$ cat config.mk
export PLATFORM = sky130hd
export DESIGN_NAME = fsv_guard
export DESIGN_NICKNAME = d
export VERILOG_FILES = /design/src/shared/fsv_pkg.sv /design/src/core/fsv_guard.sv
export SDC_FILE = /design/constraint.sdc
export NUM_CORES = 1
export LEC_CHECK = 0
export ABC_CLOCK_PERIOD_IN_PS = 2200
export BUFFER_PORTS_ARGS = -buffer_cell sky130_fd_sc_hd__buf_2
export CORE_ASPECT_RATIO = 0.9
export CORE_MARGIN = 4
export CORE_UTILIZATION = 50
export CTS_CLUSTER_SIZE = 12
export DETAILED_ROUTE_END_ITERATION = 6
export GPL_TIMING_DRIVEN = 1
export PLACE_DENSITY = 0.8
export SETUP_SLACK_MARGIN = 0.2
export SLEW_MARGIN = 0
export SYNTH_ARGS = -nofsm -noshare
export SYNTH_HDL_FRONTEND = slang
export SYNTH_SLANG_ARGS = --single-unit
export TNS_END_PERCENT = 10
$ cat constraint.sdc
create_clock -name clk_i -period 2.2 [get_ports clk_i]
set_input_delay 0.33 -clock clk_i [delete_from_list [all_inputs] [get_ports clk_i]]
set_output_delay 0.33 -clock clk_i [all_outputs]
set_load 0.02 [all_outputs]
$ cat src/shared/fsv_pkg.sv
`default_nettype none

package fsv_pkg;

    // Register byte offsets on the APB slave
    localparam logic [7:0] FSV_DIV_OFS = 8'h00;
    localparam logic [7:0] FSV_OPT_OFS = 8'h04;
    localparam logic [7:0] FSV_CFG_OFS = 8'h08;
    localparam logic [7:0] FSV_PROT_OFS = 8'h0c;
    localparam logic [7:0] FSV_STAT_OFS = 8'h10;
    localparam logic [7:0] FSV_CMD_OFS = 8'h14;
    localparam logic [7:0] FSV_KIDX_OFS = 8'h18;
    localparam logic [7:0] FSV_SEC_OFS = 8'h1c;
    localparam logic [7:0] FSV_VBASE_OFS = 8'h20;

    // Nonvolatile locations in the CPU address map
    localparam logic [15:0] FSV_NV_PROT_ADDR = 16'hffbd;
    localparam logic [15:0] FSV_NV_OPT_ADDR = 16'hffbf;
    localparam logic [15:0] FSV_KEY_BASE = 16'hffb0;
    localparam logic [15:0] FSV_FLASH_START = 16'h8000;
    localparam logic [15:0] FSV_VEC_LO = 16'hffc0;
    localparam logic [15:0] FSV_VEC_HI = 16'hfffd;

    // Options byte fields
    localparam int FSV_OPT_BACKDOOR_KEY_ENABLE = 7;
    localparam int FSV_OPT_NORED = 6;
    localparam logic [1:0] FSV_SEC_OPEN = 2'h2;
    localparam logic [7:0] FSV_OPT_USED = 8'hc3;

    // Protection byte fields
    localparam int FSV_PROT_DIS = 0;

    // Config register fields
    localparam int FSV_CFG_KEY_ACCESS_MODE = 5;
    localparam int FSV_CFG_DBGREQ = 0;
    localparam logic [7:0] FSV_CFG_USED = 8'h21;

    // Divider register: bit 7 marks a completed write
    localparam int FSV_DIV_LD = 7;

    // Reset values
    localparam logic [7:0] FSV_RST_BYTE = 8'h00;
    localparam logic [3:0] FSV_KEY_LEN = 4'h8;
    // Load phase cycles spent filling the pin synchroniser
    localparam logic [1:0] FSV_LOAD_WAIT = 2'h2;

    typedef enum logic [0:0] {FSV_LOAD, FSV_RUN} fsv_phase_t;

endpackage : fsv_pkg

`default_nettype wire

$ cat src/core/fsv_guard.sv
// Behaviour
// - Reset and interrupt vectors are write protected whenever any block protection is on.
// - Redirection enabled only when the redirect-disable option bit is zero.
// - Redirection needs protection covering part, not all, of the flash.
// - Interrupt vectors FFC0-FFFD are redirected; the reset vector never is.
// - Redirected vector comes from same offset just below the protected region.
// - While secure, unsecured-code or debug accesses to flash/RAM are blocked.
// - Code running from secure memory always keeps normal access.
// - Security field means unsecured only for 1:0; all else secured.
// - Every reset copies the used bits (mask C3) of the nonvolatile options byte into the working options.
// - Debug module refused while secure; background mode only via pin at reset.
// - Key-enable bit zero disables the backdoor unlock entirely.
// - In key-access mode, key location writes are captured, never start commands.
// - Clearing key access with a full match forces the field to 1:0.
// - Key bytes are accepted only from code running in secure memory.
// - Working protection accepts writes only from background debug commands.
// - A passed whole-flash blank check disengages security until reset.
// - Key and nonvolatile bytes share the protected top block with the vectors.
// - Nine 8-bit registers; two loaded at reset from nonvolatile bytes.
// - Leaving reset loads working protection from the nonvolatile protection byte.
// - Last unprotected address is the seven size bits followed by ones.
// - Block protection is on only when the protection-disable bit is zero.
//
// Implementation choice: the APB register port.
`default_nettype none

module fsv_guard
    import fsv_pkg::*;
(
    // Clock and reset
    input wire logic clk_i,
    input wire logic arst_n_i,
    // APB slave
    input wire logic psel_i,
    input wire logic penable_i,
    input wire logic pwrite_i,
    input wire logic [7:0] paddr_i,
    input wire logic [31:0] pwdata_i,
    input wire logic apb_bdm_i,
    output logic pready_o,
    output logic [31:0] prdata_o,
    output logic pslverr_o,
    // Nonvolatile contents from flash
    input wire logic [7:0] nv_options_byte_i,
    input wire logic [7:0] nv_protection_byte_i,
    input wire logic [63:0] nv_key_i,
    // Flash sequencer results
    input wire logic blank_pass_i,
    // Pin
    input wire logic background_mode_pin_i,
    // CPU and debug accesses
    input wire logic acc_req_i,
    input wire logic [15:0] acc_addr_i,
    input wire logic acc_we_i,
    input wire logic [7:0] acc_wdata_i,
    input wire logic acc_vec_i,
    input wire logic acc_tgt_secure_i,
    input wire logic acc_src_secure_i,
    input wire logic acc_src_bdm_i,
    input wire logic [7:0] mem_rdata_i,
    // Memory side
    output logic mem_req_o,
    output logic [15:0] mem_addr_o,
    output logic mem_we_o,
    output logic [7:0] mem_wdata_o,
    output logic acc_rvalid_o,
    output logic [7:0] acc_rdata_o,
    output logic acc_blocked_o,
    // Status
    output logic secure_o,
    output logic redirect_active_o,
    output logic debug_enable_o,
    output logic active_background_o
);

    ////////////////////////////////////////////////////////////////////////
    // Usage notes
    //
    // One access is taken per cycle and answered two cycles later, so the
    // requester needs no ready of its own.
    //
    // Accesses in the load phase get no answer; register writes there are
    // acknowledged but ignored.
    //
    // A wrong key byte spoils the attempt at once, yet the verdict waits
    // until key access is switched off.
    //
    // Blank pass and key unlock only ever open the field; a reset reloads it from the options byte.
    //
    // The key copy is re-registered every cycle: 64 flops buy a compare path
    // clear of the flash key bus.

    ////////////////////////////////////////////////////////////////////////
    // State

    typedef struct packed {
        // Load sequencing and pin synchroniser
        fsv_phase_t phase;
        logic [1:0] ldc;
        logic bkgd_s1;
        logic bkgd_s2;
        // Working registers
        logic [7:0] div;
        logic [7:0] opt;
        logic [7:0] cfg;
        logic [7:0] prot;
        logic [7:0] cmd;
        // Key attempt
        logic [63:0] key;
        logic [3:0] kidx;
        logic kbad;
        // APB answer
        logic pready;
        logic [31:0] prdata;
        logic pslverr;
        // Memory request
        logic mem_req;
        logic [15:0] mem_addr;
        logic mem_we;
        logic [7:0] mem_wdata;
        // Read answer
        logic rd_pend;
        logic rd_blk;
        logic rvalid;
        logic [7:0] rdata;
        logic blocked;
        // Status levels
        logic secure;
        logic redir;
        logic dbg_en;
        logic act_bgnd;
    } fsv_state_t;

    fsv_state_t s_q;
    fsv_state_t s_d;

    ////////////////////////////////////////////////////////////////////////
    // Derived protection and security terms

    logic secure;
    logic prot_on;
    logic [15:0] last_unprot;
    logic redir_on;
    logic is_vec;
    logic key_hit;
    logic prot_hit;
    logic blk;
    logic [7:0] rd_byte;
    logic [7:0] key_byte;
    logic apb_acc;
    logic apb_wr;

    // Field decode shared by the access path and the register file
    always_comb begin
        // Security and protection fields
        secure = (s_q.opt[1:0] != FSV_SEC_OPEN);
        prot_on = ~s_q.prot[FSV_PROT_DIS];
        last_unprot = {s_q.prot[7:1], 9'h1ff};
        // Top block holds vectors, key and nonvolatile bytes, all protected together
        redir_on = ~s_q.opt[FSV_OPT_NORED] & prot_on
            & (last_unprot >= FSV_FLASH_START);

        // Classify the current access
        is_vec = acc_vec_i & (acc_addr_i >= FSV_VEC_LO) & (acc_addr_i <= FSV_VEC_HI);
        key_hit = (acc_addr_i[15:3] == FSV_KEY_BASE[15:3]);
        prot_hit = prot_on & acc_tgt_secure_i & (acc_addr_i > last_unprot);
        blk = secure & acc_tgt_secure_i & (~acc_src_secure_i | acc_src_bdm_i);
        key_byte = s_q.key[{s_q.kidx[2:0], 3'h0} +: 8];

        // Request is taken in the first access cycle, while pready is low;
        // a write lands only on the edge that sees pready high
        apb_acc = psel_i & penable_i & ~s_q.pready;
        apb_wr = psel_i & penable_i & s_q.pready & pwrite_i;

        // Read mux; unmapped offsets read as zero
        unique case (paddr_i)
            FSV_DIV_OFS: rd_byte = s_q.div;
            FSV_OPT_OFS: rd_byte = s_q.opt;
            FSV_CFG_OFS: rd_byte = s_q.cfg;
            FSV_PROT_OFS: rd_byte = s_q.prot;
            FSV_STAT_OFS: rd_byte = {3'h0, s_q.act_bgnd, s_q.dbg_en, prot_on, redir_on, secure};
            FSV_CMD_OFS: rd_byte = s_q.cmd;
            FSV_KIDX_OFS: rd_byte = {3'h0, s_q.kbad, s_q.kidx};
            FSV_SEC_OFS: rd_byte = {6'h00, s_q.opt[1:0]};
            FSV_VBASE_OFS: rd_byte = last_unprot[15:8];
            default: rd_byte = FSV_RST_BYTE;
        endcase
    end

    ////////////////////////////////////////////////////////////////////////
    // Next state

    // Load phase lasts until the pin synchroniser has filled, so the nonvolatile
    // bytes and the pin are caught by a clocked process, not by the reset
    always_comb begin
        s_d = s_q;

        // Pulses fall back low each cycle; levels carry over
        s_d.bkgd_s1 = background_mode_pin_i;
        s_d.bkgd_s2 = s_q.bkgd_s1;
        s_d.pready = apb_acc;
        s_d.pslverr = 1'b0;
        s_d.mem_req = 1'b0;
        s_d.mem_we = 1'b0;
        s_d.rvalid = s_q.rd_pend;
        s_d.rd_pend = 1'b0;
        s_d.blocked = 1'b0;

        // Load once after reset, then run
        unique case (s_q.phase)
            FSV_LOAD: begin
                // Reset clears the synchroniser, so capture waits until the
                // pin has passed both stages; else a high pin reads as low
                s_d.ldc = s_q.ldc + 2'h1;
                if (s_q.ldc == FSV_LOAD_WAIT) begin
                    s_d.opt = nv_options_byte_i & FSV_OPT_USED;
                    s_d.prot = nv_protection_byte_i;
                    s_d.act_bgnd = ~s_q.bkgd_s2;
                    s_d.phase = FSV_RUN;
                end
            end
            FSV_RUN: begin
                // Registered read data; blocked reads give zero
                if (s_q.rd_pend) begin
                    s_d.rdata = s_q.rd_blk ? FSV_RST_BYTE : mem_rdata_i;
                end

                // CPU and debug access path
                if (acc_req_i) begin
                    s_d.mem_addr = acc_addr_i;
                    s_d.mem_wdata = acc_wdata_i;
                    if (is_vec && redir_on && !acc_we_i) begin
                        s_d.mem_addr = {last_unprot[15:6], acc_addr_i[5:0]};
                    end
                    // Writes: key capture, refusal or pass-through
                    if (acc_we_i) begin
                        if (s_q.cfg[FSV_CFG_KEY_ACCESS_MODE] && key_hit) begin
                            // Captured as compare value, never a program step
                            s_d.mem_req = 1'b0;
                            if (acc_src_secure_i && !acc_src_bdm_i) begin
                                if (s_q.kidx < FSV_KEY_LEN) begin
                                    s_d.kidx = s_q.kidx + 4'h1;
                                    // Out of order bytes spoil the attempt
                                    if (acc_addr_i[2:0] != s_q.kidx[2:0] ||
                                        acc_wdata_i != key_byte) begin
                                        s_d.kbad = 1'b1;
                                    end
                                end
                            end else begin
                                // Debug or untrusted key bytes never count
                                s_d.blocked = blk;
                            end
                        end else if (blk || prot_hit) begin
                            s_d.blocked = 1'b1;
                        end else begin
                            s_d.mem_req = 1'b1;
                            s_d.mem_we = 1'b1;
                        end
                    end else begin
                        s_d.mem_req = ~blk;
                        s_d.blocked = blk;
                        s_d.rd_pend = 1'b1;
                        s_d.rd_blk = blk;
                    end
                end

                // Blank check pass removes security until next reset
                if (blank_pass_i) begin
                    s_d.opt[1:0] = FSV_SEC_OPEN;
                end

                // APB register writes, landing on the edge that sees pready high
                if (apb_wr) begin
                    unique case (paddr_i)
                        FSV_DIV_OFS: begin
                            // Write once; later writes ignored
                            if (!s_q.div[FSV_DIV_LD]) begin
                                s_d.div = {1'b1, pwdata_i[6:0]};
                            end
                        end
                        FSV_CFG_OFS: begin
                            s_d.cfg = pwdata_i[7:0] & FSV_CFG_USED;
                            if (pwdata_i[FSV_CFG_KEY_ACCESS_MODE] && !s_q.cfg[FSV_CFG_KEY_ACCESS_MODE]) begin
                                s_d.kidx = 4'h0;
                                s_d.kbad = 1'b0;
                            end
                            // Falling key access judges the collected key
                            if (!pwdata_i[FSV_CFG_KEY_ACCESS_MODE] && s_q.cfg[FSV_CFG_KEY_ACCESS_MODE] &&
                                s_q.opt[FSV_OPT_BACKDOOR_KEY_ENABLE] &&
                                s_q.kidx == FSV_KEY_LEN && !s_q.kbad) begin
                                s_d.opt[1:0] = FSV_SEC_OPEN;
                            end // mismatch leaves opt untouched
                        end
                        FSV_PROT_OFS: begin
                            if (apb_bdm_i) begin
                                s_d.prot = pwdata_i[7:0];
                            end
                        end
                        FSV_CMD_OFS: s_d.cmd = pwdata_i[7:0];
                        FSV_OPT_OFS, FSV_STAT_OFS, FSV_KIDX_OFS, FSV_SEC_OFS,
                        FSV_VBASE_OFS: s_d.cmd = s_q.cmd; // Read-only, write ignored
                        default: s_d.cmd = s_q.cmd; // Error already given with pready
                    endcase
                end
            end
        endcase

        // Bad offsets are flagged as the request is taken, so the error
        // stands with pready for writes as well as reads
        if (apb_acc) begin
            s_d.pslverr = (paddr_i > FSV_VBASE_OFS) || (paddr_i[1:0] != 2'h0);
        end

        // Read data is registered here and stands with pready
        if (apb_acc && !pwrite_i) begin
            s_d.prdata = {24'h000000, rd_byte};
        end

        // Copy of the stored key from flash, re-registered every cycle for the compare
        s_d.key = nv_key_i;

        // Status outputs follow the updated working registers
        s_d.secure = (s_d.opt[1:0] != FSV_SEC_OPEN);
        s_d.redir = ~s_d.opt[FSV_OPT_NORED] & ~s_d.prot[FSV_PROT_DIS]
            & ({s_d.prot[7:1], 9'h1ff} >= FSV_FLASH_START);
        s_d.dbg_en = s_d.cfg[FSV_CFG_DBGREQ] & ~s_d.secure;
    end

    ////////////////////////////////////////////////////////////////////////
    // State register

    // Only constants under reset; straps are caught in the load phase
    always_ff @(posedge clk_i or negedge arst_n_i) begin
        if (!arst_n_i) begin
            s_q <= '0;
            s_q.phase <= FSV_LOAD;
            // Closed until the options have been loaded
            s_q.secure <= 1'b1;
            s_q.opt <= FSV_OPT_USED;
        end else begin
            s_q <= s_d;
        end
    end

    ////////////////////////////////////////////////////////////////////////
    // Outputs, all straight from flip-flops

    // APB answer
    assign pready_o = s_q.pready;
    assign prdata_o = s_q.prdata;
    assign pslverr_o = s_q.pslverr;

    // Memory request
    assign mem_req_o = s_q.mem_req;
    assign mem_addr_o = s_q.mem_addr;
    assign mem_we_o = s_q.mem_we;
    assign mem_wdata_o = s_q.mem_wdata;

    // Read answer
    assign acc_rvalid_o = s_q.rvalid;
    assign acc_rdata_o = s_q.rdata;
    assign acc_blocked_o = s_q.blocked;

    // Status levels
    assign secure_o = s_q.secure;
    assign redirect_active_o = s_q.redir;
    assign debug_enable_o = s_q.dbg_en;
    assign active_background_o = s_q.act_bgnd;

endmodule // fsv_guard

`default_nettype wire

==> results of run 1 <==
## through the flow
stage,hold slack [ns],setup slack (ns),instance area (um2)
floorplan,0.03441,0.2469,7164
global placement,0.2751,0.09464,7998
detailed placement,0.2755,0.007308,7998
CTS,0.00007033,0.2173,9070
global route,0.0003578,0.1252,9153
finish,0.01874,0.2079,9153
## kinds of logic (layout without fill, tap and decap cells)
kind of cell / Yosys count / in the layout / share of synthesized area
fa+ha+maj: 10 / 10 / 0.01768
buf+inv: 101 / 318 / 0.09139
flops: 156 / 156 / 0.5524
compound gates: 93 / 93 / 0.08432
simple gates: 146 / 146 / 0.1142
mux: 73 / 73 / 0.1221
xor+xnor: 14 / 14 / 0.01732
other cells: 1 / 24 / 0.0005298
## worst max-delay path, stage by stage, from the launching register on
cell and delay [ns]:
sky130_fd_sc_hd__dfrtp_2 0.41, sky130_fd_sc_hd__buf_12 0.20, sky130_fd_sc_hd__mux2_2 0.35, sky130_fd_sc_hd__o22ai_1 0.17, sky130_fd_sc_hd__a221oi_1 0.09, sky130_fd_sc_hd__xor2_1 0.18
sky130_fd_sc_hd__nor4_2 0.33, sky130_fd_sc_hd__a211oi_1 0.13
## worst min path at each step
stage,to,slack [ns]
2_1_floorplan,acc_blocked_o,0.03
3_3_place_gp,prdata_o[4],0.28
3_5_place_dp,prdata_o[4],0.28
4_1_cts,s_q[90],0.00007
5_1_grt,s_q[112],0.0004
6_report,s_q[96],0.02
## routing by layer
| metal | share of wire | global-route usage | up-vias |
|---|---|---|---|
| met3 | 0.079 | 0.06509 | 26 |
| li1 | - | - | 2464 |
| met2 | 0.52 | 0.4159 | 219 |
| met1 | 0.39 | 0.2816 | 2589 |
| met4 | 0.014 | 0.06298 | 0 |
| met5 | 0 | 0 | - |
## area by class of cell
class	instances	share of cell area
Clock inverter	13	0.01203
Inverter	17	0.006972
Multi-Input combinational cell	360	0.2869
Clock buffer	19	0.04949
Timing Repair Buffer	269	0.1913
Tap cell	189	0.02584
Sequential cell	156	0.4275
## state kept, by name, indices dropped and copies added (netlist names), 2 cells and up
| signal | cells |
|---|---|
| mem_wdata_o | 8 |
| mem_addr_o | 16 |
| last_unprot | 7 |
| acc_rdata_o | 8 |
| prdata_o | 8 |
| s_d | 2 |
| s_q | 97 |
## power breakdown
part | internal [uW] | total (uW) | switching, uW
registers | 3040 | 3120 | 80.3
clock network | 1520 | 2750 | 1230
logic | 363 | 853 | 490
## cells in the final DEF, fill, tap and decap left out, types with 5 or more instances in the layout
cell type                       instances
sky130_fd_sc_hd__a21oi_1               20
sky130_fd_sc_hd__a221oi_1               8
sky130_fd_sc_hd__a22oi_1                7
sky130_fd_sc_hd__buf_2                186
sky130_fd_sc_hd__buf_4                 21
sky130_fd_sc_hd__clkbuf_16             17
sky130_fd_sc_hd__conb_1                24
sky130_fd_sc_hd__dfrtp_1              149
sky130_fd_sc_hd__dfstp_2                5
sky130_fd_sc_hd__dlygate4sd3_1         57
sky130_fd_sc_hd__ha_1                  10
sky130_fd_sc_hd__inv_1                 17
sky130_fd_sc_hd__mux2_2                47
sky130_fd_sc_hd__mux2i_1               20
sky130_fd_sc_hd__mux4_2                 6
sky130_fd_sc_hd__nand2_1               48
sky130_fd_sc_hd__nand2b_1              14
sky130_fd_sc_hd__nand3_1                8
sky130_fd_sc_hd__nand4_1                5
sky130_fd_sc_hd__nor2_1                29
sky130_fd_sc_hd__nor2b_1                6
sky130_fd_sc_hd__o21ai_0               27
sky130_fd_sc_hd__o22ai_1                5
sky130_fd_sc_hd__xor2_1                11
## timing repair
action                                 CTS  global route
endpoints found under the hold margin   86             7
gates resized for setup                  3             2
pin swaps                                3             1
setup endpoints to repair                1             5
hold buffers                            50             7
==> out/results.tsv, run 1 <==
metric	value	unit
run_status	finished, final reports clean	
setup_viol_count_final	0	
ys_async_sr_fraction	1.000	
achievable_freq	502.0	MHz
max_cap_violations	0	
ys.flop_type	sky130_fd_sc_hd__dfrtp_1	
synth_enable_flop_cells	0	
hold_wc_startpoint	nv_key_i[15]	
timing.hold.worst_path_depth	1	
yosys.area.top_type	sky130_fd_sc_hd__dfrtp_1	
first_pass_iters	5	
portion_of_the_clock_cycle_consumed_by_the_worst_path_in_the_final_layout	0.9055	
critPathLaunchType	flip-flop	
die_height	120.9	um
yosys_warnings	0	
drc	0	
hold_path_class	in2reg	
worst_clock_skew	0.007210	ns
numCtsBuffers	17	
cts_max_path_buffers	2	
clk_transition_reported_paths	0.06	ns
std_cell_rows	40	
setup.worst_path.end	s_q[76]	
post_synth_num_cell_types	57	
die_width	133.4	um
via_count	5298	
antenna_nets_post_route	0	
worst_setup_path_end_kind	flip-flop	
globalRouteOverflowTotal	0	
dpl.cell_count	934	
r2r-start	s_q[77]	
multi_input_comb_area	0.002626	mm2
root_buffer	sky130_fd_sc_hd__clkbuf_16	
grt_pass1_wl	29010	um
avgSynthCellArea	11.92	um2
die_area	0.01613	mm2
timing.critical_path.from	s_q[77]	
fin_crit	1.992	ns
antenna_violations_before_repair	0	
setup.reg_to_reg.worst_slack	0.21	ns
finish.utilization	0.6723	
area_delta_synth_final	29.31	%
area.sequential	0.003913	mm2
report.final.hold_viol_count	0	
critical_path_arrival	2.29	ns
path_max_fanout	25	
gp_congestion	0.8551	
vias_per_cell	5.179	
finalPower	6724	uW
crit-reg2reg-capture	s_q[76]	
ir_worst_vdd	0.5799	mV
yosys.cell_count.top_type	sky130_fd_sc_hd__dfrtp_1	
tns	0	ns
static-leakage-power	0.004375	uW
wl_per_cell	18.04	um
synth.top_cells.by_area	sky130_fd_sc_hd__dfrtp_1 53%, sky130_fd_sc_hd__mux2_2 7.5%, sky130_fd_sc_hd__buf_4 6.8%	
slew-limit-headroom	0.6544	
post_cts_repair_timing_setup_buffer_count	0	
synth_sequential_area_ratio	0.5524	
pin_count_of_the_biggest_net_entering_global_routing	49	
reg2regPathDepth	7	
final_layout_size_suffix_gt1_frac	0.3825	
cts_sinks	156	
cts-htree-levels	4	
fillerInstances	1023	
clk_latency	0.43	ns
setup.worst_path.class	reg2reg	
ys_top_cells_by_count	151 x sky130_fd_sc_hd__dfrtp_1, 64 x sky130_fd_sc_hd__buf_4, 48 x sky130_fd_sc_hd__nand2_1, 47 x sky130_fd_sc_hd__mux2_2, 29 x sky130_fd_sc_hd__nor2_1	
drt-initial-drc-count	290	
grtUsageTotal	0.2340	
hpwl	13200	um
ioPinCount	240	
final_cell_count_without_fillers	1023	
power_density	734.6	mW/mm2
yosysTopAreaCellShare	0.5339	
core-area	0.01361	mm2
drv_slew	0	
fin_nets	997	
cp_data_required_time	2.50	ns
detail_route.wirelength	18460	um
initial_core_util	0.5199	
netlist_instances	594	
worstMarginPinSlew	0.5146	ns
vias_in_the_first_global_route	5564	
place.port_buffers	187	
combined_area_of_all_synthesized_cells	0.007078	mm2
diodes	0	
rsz0062_at_grt	yes	
cts_tree	built	
postSynthRegisterBits	156	
Note: power is estimated with default switching activity, not from simulation.
==> run 2: changes to the inputs <==
- ABC_AREA: not set -> 1
- PLACE_DENSITY: 0.8 -> 0.9
==> run 2 against run 1 <==
Compared with the run above: fmax increased by 11%; sequential share of layout area rose by 0.56 points; count of clock-buffer cells in the layout grew 1; critical path type unchanged; largest power group unchanged.
==> out/results.tsv, run 2 <==
metric	value	unit	change
run_status	finished, final reports clean		
worst_setup_path_end_kind	flip-flop		
hold_path_class	in2reg		
hpwl	14090	um	+6.7%
ys_async_sr_fraction	1.000		unchanged
cts-htree-levels	4		unchanged
die_width	135.6	um	+1.6%
yosysTopAreaCellShare	0.5156		-0.01823
globalRouteOverflowTotal	0		unchanged
setup_viol_count_final	0		unchanged
ys.flop_type	sky130_fd_sc_hd__dfrtp_1		
final_cell_mix	246 x sky130_fd_sc_hd__nand2_1, 186 x sky130_fd_sc_hd__buf_2, 151 x sky130_fd_sc_hd__dfrtp_1, 93 x sky130_fd_sc_hd__inv_1, 63 x sky130_fd_sc_hd__o21ai_0		
grt.met2_usage	0.4064		-0.009521
first_pass_iters	6		+1
mostFrequentLayoutCell	sky130_fd_sc_hd__nand2_1		
synth_adder_area_share	0.01707		-0.0006036
yosys_warnings	0		unchanged
setup.reg_to_reg.worst_slack	0.40	ns	+0.19 ns
diodes	0		unchanged
die_area	0.01666	mm2	+3.3%
place.port_buffers	187		unchanged
path_buf_inv	1		unchanged
cts_max_path_buffers	2		unchanged
cell_by_cell_listing_of_the_critical_path	inv_1, nand3_1, nor3_1, nand3_2, nand2_1, nand2_2, a22oi_2, nand2_1, nor2_1		
r2r-start	s_q[79]		
drt-initial-drc-count	545		+88%
groute.layer.met3.usage	0.05246		-0.01263
cpMostUsedCell	sky130_fd_sc_hd__nand2_1		
hold_wc_startpoint	nv_key_i[48]		
ys_top_cells_by_count	246 x sky130_fd_sc_hd__nand2_1, 151 x sky130_fd_sc_hd__dfrtp_1, 94 x sky130_fd_sc_hd__inv_1, 69 x sky130_fd_sc_hd__buf_4, 63 x sky130_fd_sc_hd__o21ai_0		
antenna_violations_before_repair	0		unchanged
pin_count_of_the_biggest_net_entering_global_routing	56		+14%
sw_frac_of_total	0.2505		-0.01659
via_count	6342		+20%
slew-limit-headroom	0.4416		-0.2127
core-area	0.01421	mm2	+4.4%
setup.worst_path.class	reg2reg		
max_cap_violations	0		unchanged
critPathTopFamily	simple AND/OR/NAND/NOR gates		
netSwitchingPower	1661	uW	-7.5%
achievable_freq	554.9	MHz	+11%
ir_worst_vdd	0.5826	mV	+0.48%
wl_per_cell	16.11	um	-11%
post_synth_and_or_nand_nor_area_fraction	0.2264		+0.1122
met1_usage	0.3158		+0.03422
gp_congestion	0.9502		+11%
report.final.hold_viol_count	0		unchanged
path_max_fanout	9		-64%
largest_reg_flops	97		unchanged
timing.critical_path.slowest_stage_cell	sky130_fd_sc_hd__dfrtp_1		
vias_per_cell	5.127		-1.0%
power_density	734.4	mW/mm2	about the same
root_buffer	sky130_fd_sc_hd__clkbuf_16		
p_int	4970	uW	+0.84%
numCtsBuffers	17		unchanged
area_delta_synth_final	23.20	%	
registers.top_by_ff_count	s_q		
synth_sequential_area_ratio	0.5335		-0.01886
ioPinCount	240		unchanged
grt_pass1_wl	31200	um	+7.5%
detail_route.wirelength	19930	um	+8.0%
critPathLaunchType	flip-flop		
gr-max-usage-layer	met2		
vias_in_the_first_global_route	6203		+11%
synth.top_cells.by_area	sky130_fd_sc_hd__dfrtp_1 52%, sky130_fd_sc_hd__nand2_1 13%, sky130_fd_sc_hd__buf_4 7.1%		
synth-xor-area-share	0.004781		-0.01254
fillerInstances	1115		+9.0%
clock_power_share	0.429		+0.020
avgSynthCellArea	8.693	um2	-27%
netlist_instances	843		+42%
tns	0	ns	unchanged
final_layout_size_suffix_gt1_frac	0.2471		-0.1354
initial_core_util	0.5157		-0.004228
fin_nets	1207		+21%
max_incr_delay_on_cp	0.38	ns	-0.03 ns
portion_of_the_clock_cycle_consumed_by_the_worst_path_in_the_final_layout	0.8192		-0.08631
static-leakage-power	0.004787	uW	+9.4%
clk_transition_reported_paths	0.06	ns	about the same
synth-compound-area-share	0.08349		-0.0008305
yosys.area.top_type	sky130_fd_sc_hd__dfrtp_1		
grtUsageTotal	0.2447		+0.01070
yosys.cell_count.top_type	sky130_fd_sc_hd__nand2_1		
clk_latency	0.43	ns	about the same
postSynthRegisterBits	156		unchanged
cp_data_required_time	2.56	ns	+0.06 ns
synth_top_family_by_area	simple AND/OR/NAND/NOR gates		
die_height	122.9	um	+1.6%
cts_tree	built		
combined_area_of_all_synthesized_cells	0.007328	mm2	+3.5%
std_cell_rows	41		+2.5%
finish.utilization	0.6354		-0.03696
timing.critical_path.from	s_q[79]		
fin_crit	1.802	ns	-0.1899 ns
worstMarginPinSlew	0.8245	ns	+0.3099 ns
worst_clock_skew	0.007741	ns	+0.0005311 ns
synth_mux_area_frac	0		-0.1221
critical_path_arrival	2.16	ns	-0.13 ns
antenna_nets_post_route	0		unchanged
rsz0062_at_grt	no		
cts_sinks	156		unchanged
comb_power_share	0.108		-0.019
power.sequential.fraction	0.463		about the same
drv_slew	0		unchanged
synth_enable_flop_cells	0		unchanged
post_synth_num_cell_types	44		-23%
drc	0		unchanged
## run 2: cell types whose count changed in the layout (fill, tap and decap cells not counted), sizes merged, moves of 20 or more
cell | previous run | this run
nand2 | 48 | 249
inv | 21 | 96
mux2 | 47 | 0
nand3 | 9 | 53
o21ai | 27 | 63
nor2 | 31 | 56
dlygate4sd3 | 57 | 34
mux2i | 20 | 0
## run 2: timing repair
action                                 in CTS  in global routing
hold buffers                               30                  4
setup buffers                               0                  0
resized for setup                           0                  1
endpoints found under the hold margin      79                  4
setup endpoints to repair                   0                  1
## run 2: power groups by stage
stage          Combinational [uW]  Sequential, uW  Clock (uW)
5_1_grt                       799            3080        2990
3_5_place_dp                  666            3120           0
6_report                      717            3070        2840
2_1_floorplan                 437            3120           0
3_3_place_gp                  648            3110           0
4_1_cts                       712            3070        2860
## run 2: cell type report
| class | count | area (um2) | area share |
|---|---|---|---|
| multi-input cells | 524 | 2521 | 0.2792 |
| clock buffers | 20 | 446.7 | 0.04947 |
| flip-flops and latches | 156 | 3910 | 0.4331 |
| repair buffers | 234 | 1418 | 0.1570 |
| well taps | 193 | 241.5 | 0.02675 |
| inverters | 98 | 369.1 | 0.04088 |
| clock inverters | 12 | 122.6 | 0.01358 |
## run 2: kinds of logic (layout without fill, tap and decap cells)
kind of cell	count (synthesis)	count (layout)
adders and majority gates	10	10
other	1	24
and+or+nand+nor	383	383
DFF	156	156
xor gates and xnor gates	4	4
buffers and inverters	186	364
AOI/OAI and AO/OA	103	103
## run 2: layer usage
layer	up-vias	routed length (um)
met5	-	0
met4	0	559
met3	48	1617
met2	306	9798
met1	3014	7951
li1	2974	-
## run 2: path summary, 6_finish.rpt
path	endpoint	cells past startpoint
setup reg to reg	debug_enable_o	9
setup / recovery	debug_enable_o	9
max in group asynchronous	s_q[175]	3
hold reg to reg	s_q[185]	0
hold / removal	s_q[129]	1
min in group asynchronous	last_unprot[14]	2
## run 2: metrics by stage
step                      total power [uW]  instances  hold slack (ns)  area (um2)  setup WS, ns
after floorplan                       3553        866          0.03441        7415        0.4895
after global placement                3760       1171           0.2984        8119        0.3662
after detailed placement              3784       1171           0.3091        8119        0.2980
after CTS                             6642       1233         0.001191        8989        0.3771
after global routing                  6874       1237        0.0006154        9029        0.2606
final                                 6631       1237          0.01385        9029        0.3978
==> run 3: changes to the inputs <==
- ABC_CLOCK_PERIOD_IN_PS: 2200 -> 1700
- clock period: 2.2 -> 1.7 ns (I/O delays scaled with it)
==> run 3 against run 2 <==
Compared with the run above: the flow now finishes with violations (negative setup slack); clock skew increased by 0.0011 ns; final area increased by 12%; critical path depth increased by 6; total power increased by 34%; global-route usage increased by 2.8 points; utilization increased by 7.4 points; worst setup slack got worse by 0.57 ns; cell count increased by 6.0%.
==> out/results.tsv, run 3 (synthesis results as in run 2) <==
metric	value	unit	change
run_status	complete, but fails checks		
failed_checks	negative setup slack		
antenna_nets_post_route	0		unchanged
wl_per_cell	17.53	um	+8.8%
post-route-worst-setup-slack	-0.1696	ns	-0.5674 ns
worst_clock_skew	0.008875	ns	+0.001135 ns
max_incr_delay_on_cp	0.43	ns	+0.05 ns
timing.hold.worst_path_depth	3		+2
largest_reg_flops	97		unchanged
achievable_freq	534.9	MHz	-3.6%
detail_route.wirelength	22990	um	+15%
registers.top_by_ff_count	s_q		
reg2regPathDepth	15		+6
place_worst_setup_slack	-0.05672	ns	-0.3547 ns
rsz0062_at_grt	yes		
ioPinCount	240		unchanged
area_delta_synth_final	37.46	%	
report.final.hold_viol_count	0		unchanged
antenna_violations_before_repair	3		+3
numCtsBuffers	17		unchanged
ir_worst_vdd	0.7326	mV	+26%
setup.reg_to_reg.worst_slack	-0.17	ns	-0.57 ns
power_density	878.8	mW/mm2	+20%
first_pass_iters	6		unchanged
path_buf_inv	4		+3
vias_per_cell	5.229		+2.0%
final_cell_mix	229 x sky130_fd_sc_hd__nand2_1, 186 x sky130_fd_sc_hd__buf_2, 149 x sky130_fd_sc_hd__dfrtp_1, 83 x sky130_fd_sc_hd__inv_1, 66 x sky130_fd_sc_hd__dlygate4sd3_1		
timing.critical_path.slowest_stage_cell	sky130_fd_sc_hd__dfrtp_1		
die_height	122.9	um	unchanged
cts_max_path_buffers	2		unchanged
finalPower	8852	uW	+34%
critical_path_arrival	2.18	ns	+0.02 ns
hpwl	14400	um	+2.2%
clk_latency	0.42	ns	about the same
cpMostUsedCell	sky130_fd_sc_hd__nand2_1		
fin_crit	1.870	ns	+0.06738 ns
std_cell_rows	41		unchanged
setup.worst_path.class	reg2reg		
drt-initial-drc-count	552		+1.3%
initial_core_util	0.5157		unchanged
globalRouteOverflowTotal	0		unchanged
critical_path_depth	15		+6
core-area	0.01421	mm2	unchanged
cell_by_cell_listing_of_the_critical_path	inv_4, buf_6, buf_12, nand2_1, nand3_2, nand3_2, nand2_1, nand2_1, nand2_1, inv_1, nand2_1, nor2_1, nand3_1, nand2_1, a21oi_2		
cts_sinks	156		unchanged
portion_of_the_clock_cycle_consumed_by_the_worst_path_in_the_final_layout	1.100		+0.2806
die_width	135.6	um	unchanged
cts-htree-levels	4		unchanged
max_cap_violations	0		unchanged
pin_count_of_the_biggest_net_entering_global_routing	58		+3.6%
mostFrequentLayoutCell	sky130_fd_sc_hd__nand2_1		
critPathLaunchType	flip-flop		
gp_congestion	0.9371		-1.4%
setup_viol_count_final	1		+1
die_area	0.01666	mm2	unchanged
worst_setup_path_end_kind	flip-flop		
critPathTopFamily	simple AND/OR/NAND/NOR gates		
fillerInstances	1015		-9.0%
cts_tree	built		
final_layout_size_suffix_gt1_frac	0.3241		+0.07693
hold_path_class	in2reg		
clk_transition_reported_paths	0.07	ns	about the same
cp_data_required_time	2.01	ns	-0.55 ns
grt_pass1_wl	34440	um	+10%
drv_slew	0		unchanged
place.port_buffers	187		unchanged
drc	0		unchanged
tns	-0.1696	ns	-0.1696 ns
grtUsageTotal	0.2726		+0.02785
path_max_fanout	7		-2
fin_nets	1277		+5.8%
static-leakage-power	0.005186	uW	+8.3%
root_buffer	sky130_fd_sc_hd__clkbuf_16		
via_count	6855		+8.1%
vias_in_the_first_global_route	6791		+9.5%
-- run 3: cell count changes in the layout (fill, tap and decap cells not counted), moves of 9 or more --
cell	before	now
sky130_fd_sc_hd__buf_4	10	38
sky130_fd_sc_hd__nand2_1	246	229
sky130_fd_sc_hd__nand3_1	50	33
sky130_fd_sc_hd__inv_2	3	12
sky130_fd_sc_hd__nand3_2	2	17
sky130_fd_sc_hd__inv_1	93	83
sky130_fd_sc_hd__dlygate4sd3_1	34	66
sky130_fd_sc_hd__nand2_2	2	18
-- run 3: per-stage QoR --
stage	cell area, um2	utilization	std cells	hold WS (ns)
after floorplan	7436	-	866	-0.04059
after CTS	9847	0.6930	1306	0.01631
after detailed placement	8423	0.5928	1204	0.1017
after global placement	8423	0.5928	1204	0.09875
final	10070	0.7089	1311	0.03322
after global routing	10070	0.7087	1310	0.04369
-- run 3: power by group --
group	total, uW	switching [uW]	internal [uW]
Sequential	3980	84.5	3900
Clock	3780	1590	2190
Combinational	1090	651	441
-- run 3: cell type report --
cell class | instances | area (um2) | share of cell area
clock buffer | 17 | 425.4 | 0.04223
timing repair buffer | 304 | 2126 | 0.2110
inverter | 98 | 371.6 | 0.03689
antenna | 4 | 10.01 | 0.0009937
multi-input combinational | 524 | 2821 | 0.2801
tap | 193 | 241.5 | 0.02397
clock inverter | 15 | 165.2 | 0.01640
sequential | 156 | 3913 | 0.3884
-- run 3: per-layer routing --
metal	vias to the layer above	wire length, um	part of all wire	track usage
met4	0	1159	0.050	0.1404
met5	-	0	0	0
met1	3238	8668	0.38	0.3403
met2	398	11080	0.48	0.4409
li1	3119	-	-	-
met3	100	2073	0.090	0.07008
-- run 3: worst paths after layout --
kind	startpoint	end
max in group asynchronous	arst_n_i	s_q[170]
worst min-delay path	nv_options_byte_i[7]	s_q[176]
worst max-delay path	s_q[77]	s_q[76]
min in group asynchronous	arst_n_i	s_q[87]
worst min register to register	s_d[185]	s_q[185]
worst max register to register	s_q[77]	s_q[76]
-- run 3: repair_timing --
item                                   in CTS  in global routing
gates cloned                                1                  1
endpoints found under the hold margin     190                  0
buffers inserted                            3                  0
hold buffers                               66                  0
setup endpoints to repair                  25                 25
pin swaps                                  10                 36
gates resized for setup                    31                 50
-- run 3: worst reg2reg max path, delay by kind of cell (launching register included) --
family	cells	cell delay [ns]
AO/OA/AOI/OAI	1	0.06
AND/OR/NAND/NOR	10	0.90
buffers and inverters	4	0.37
flip-flops	1	0.43
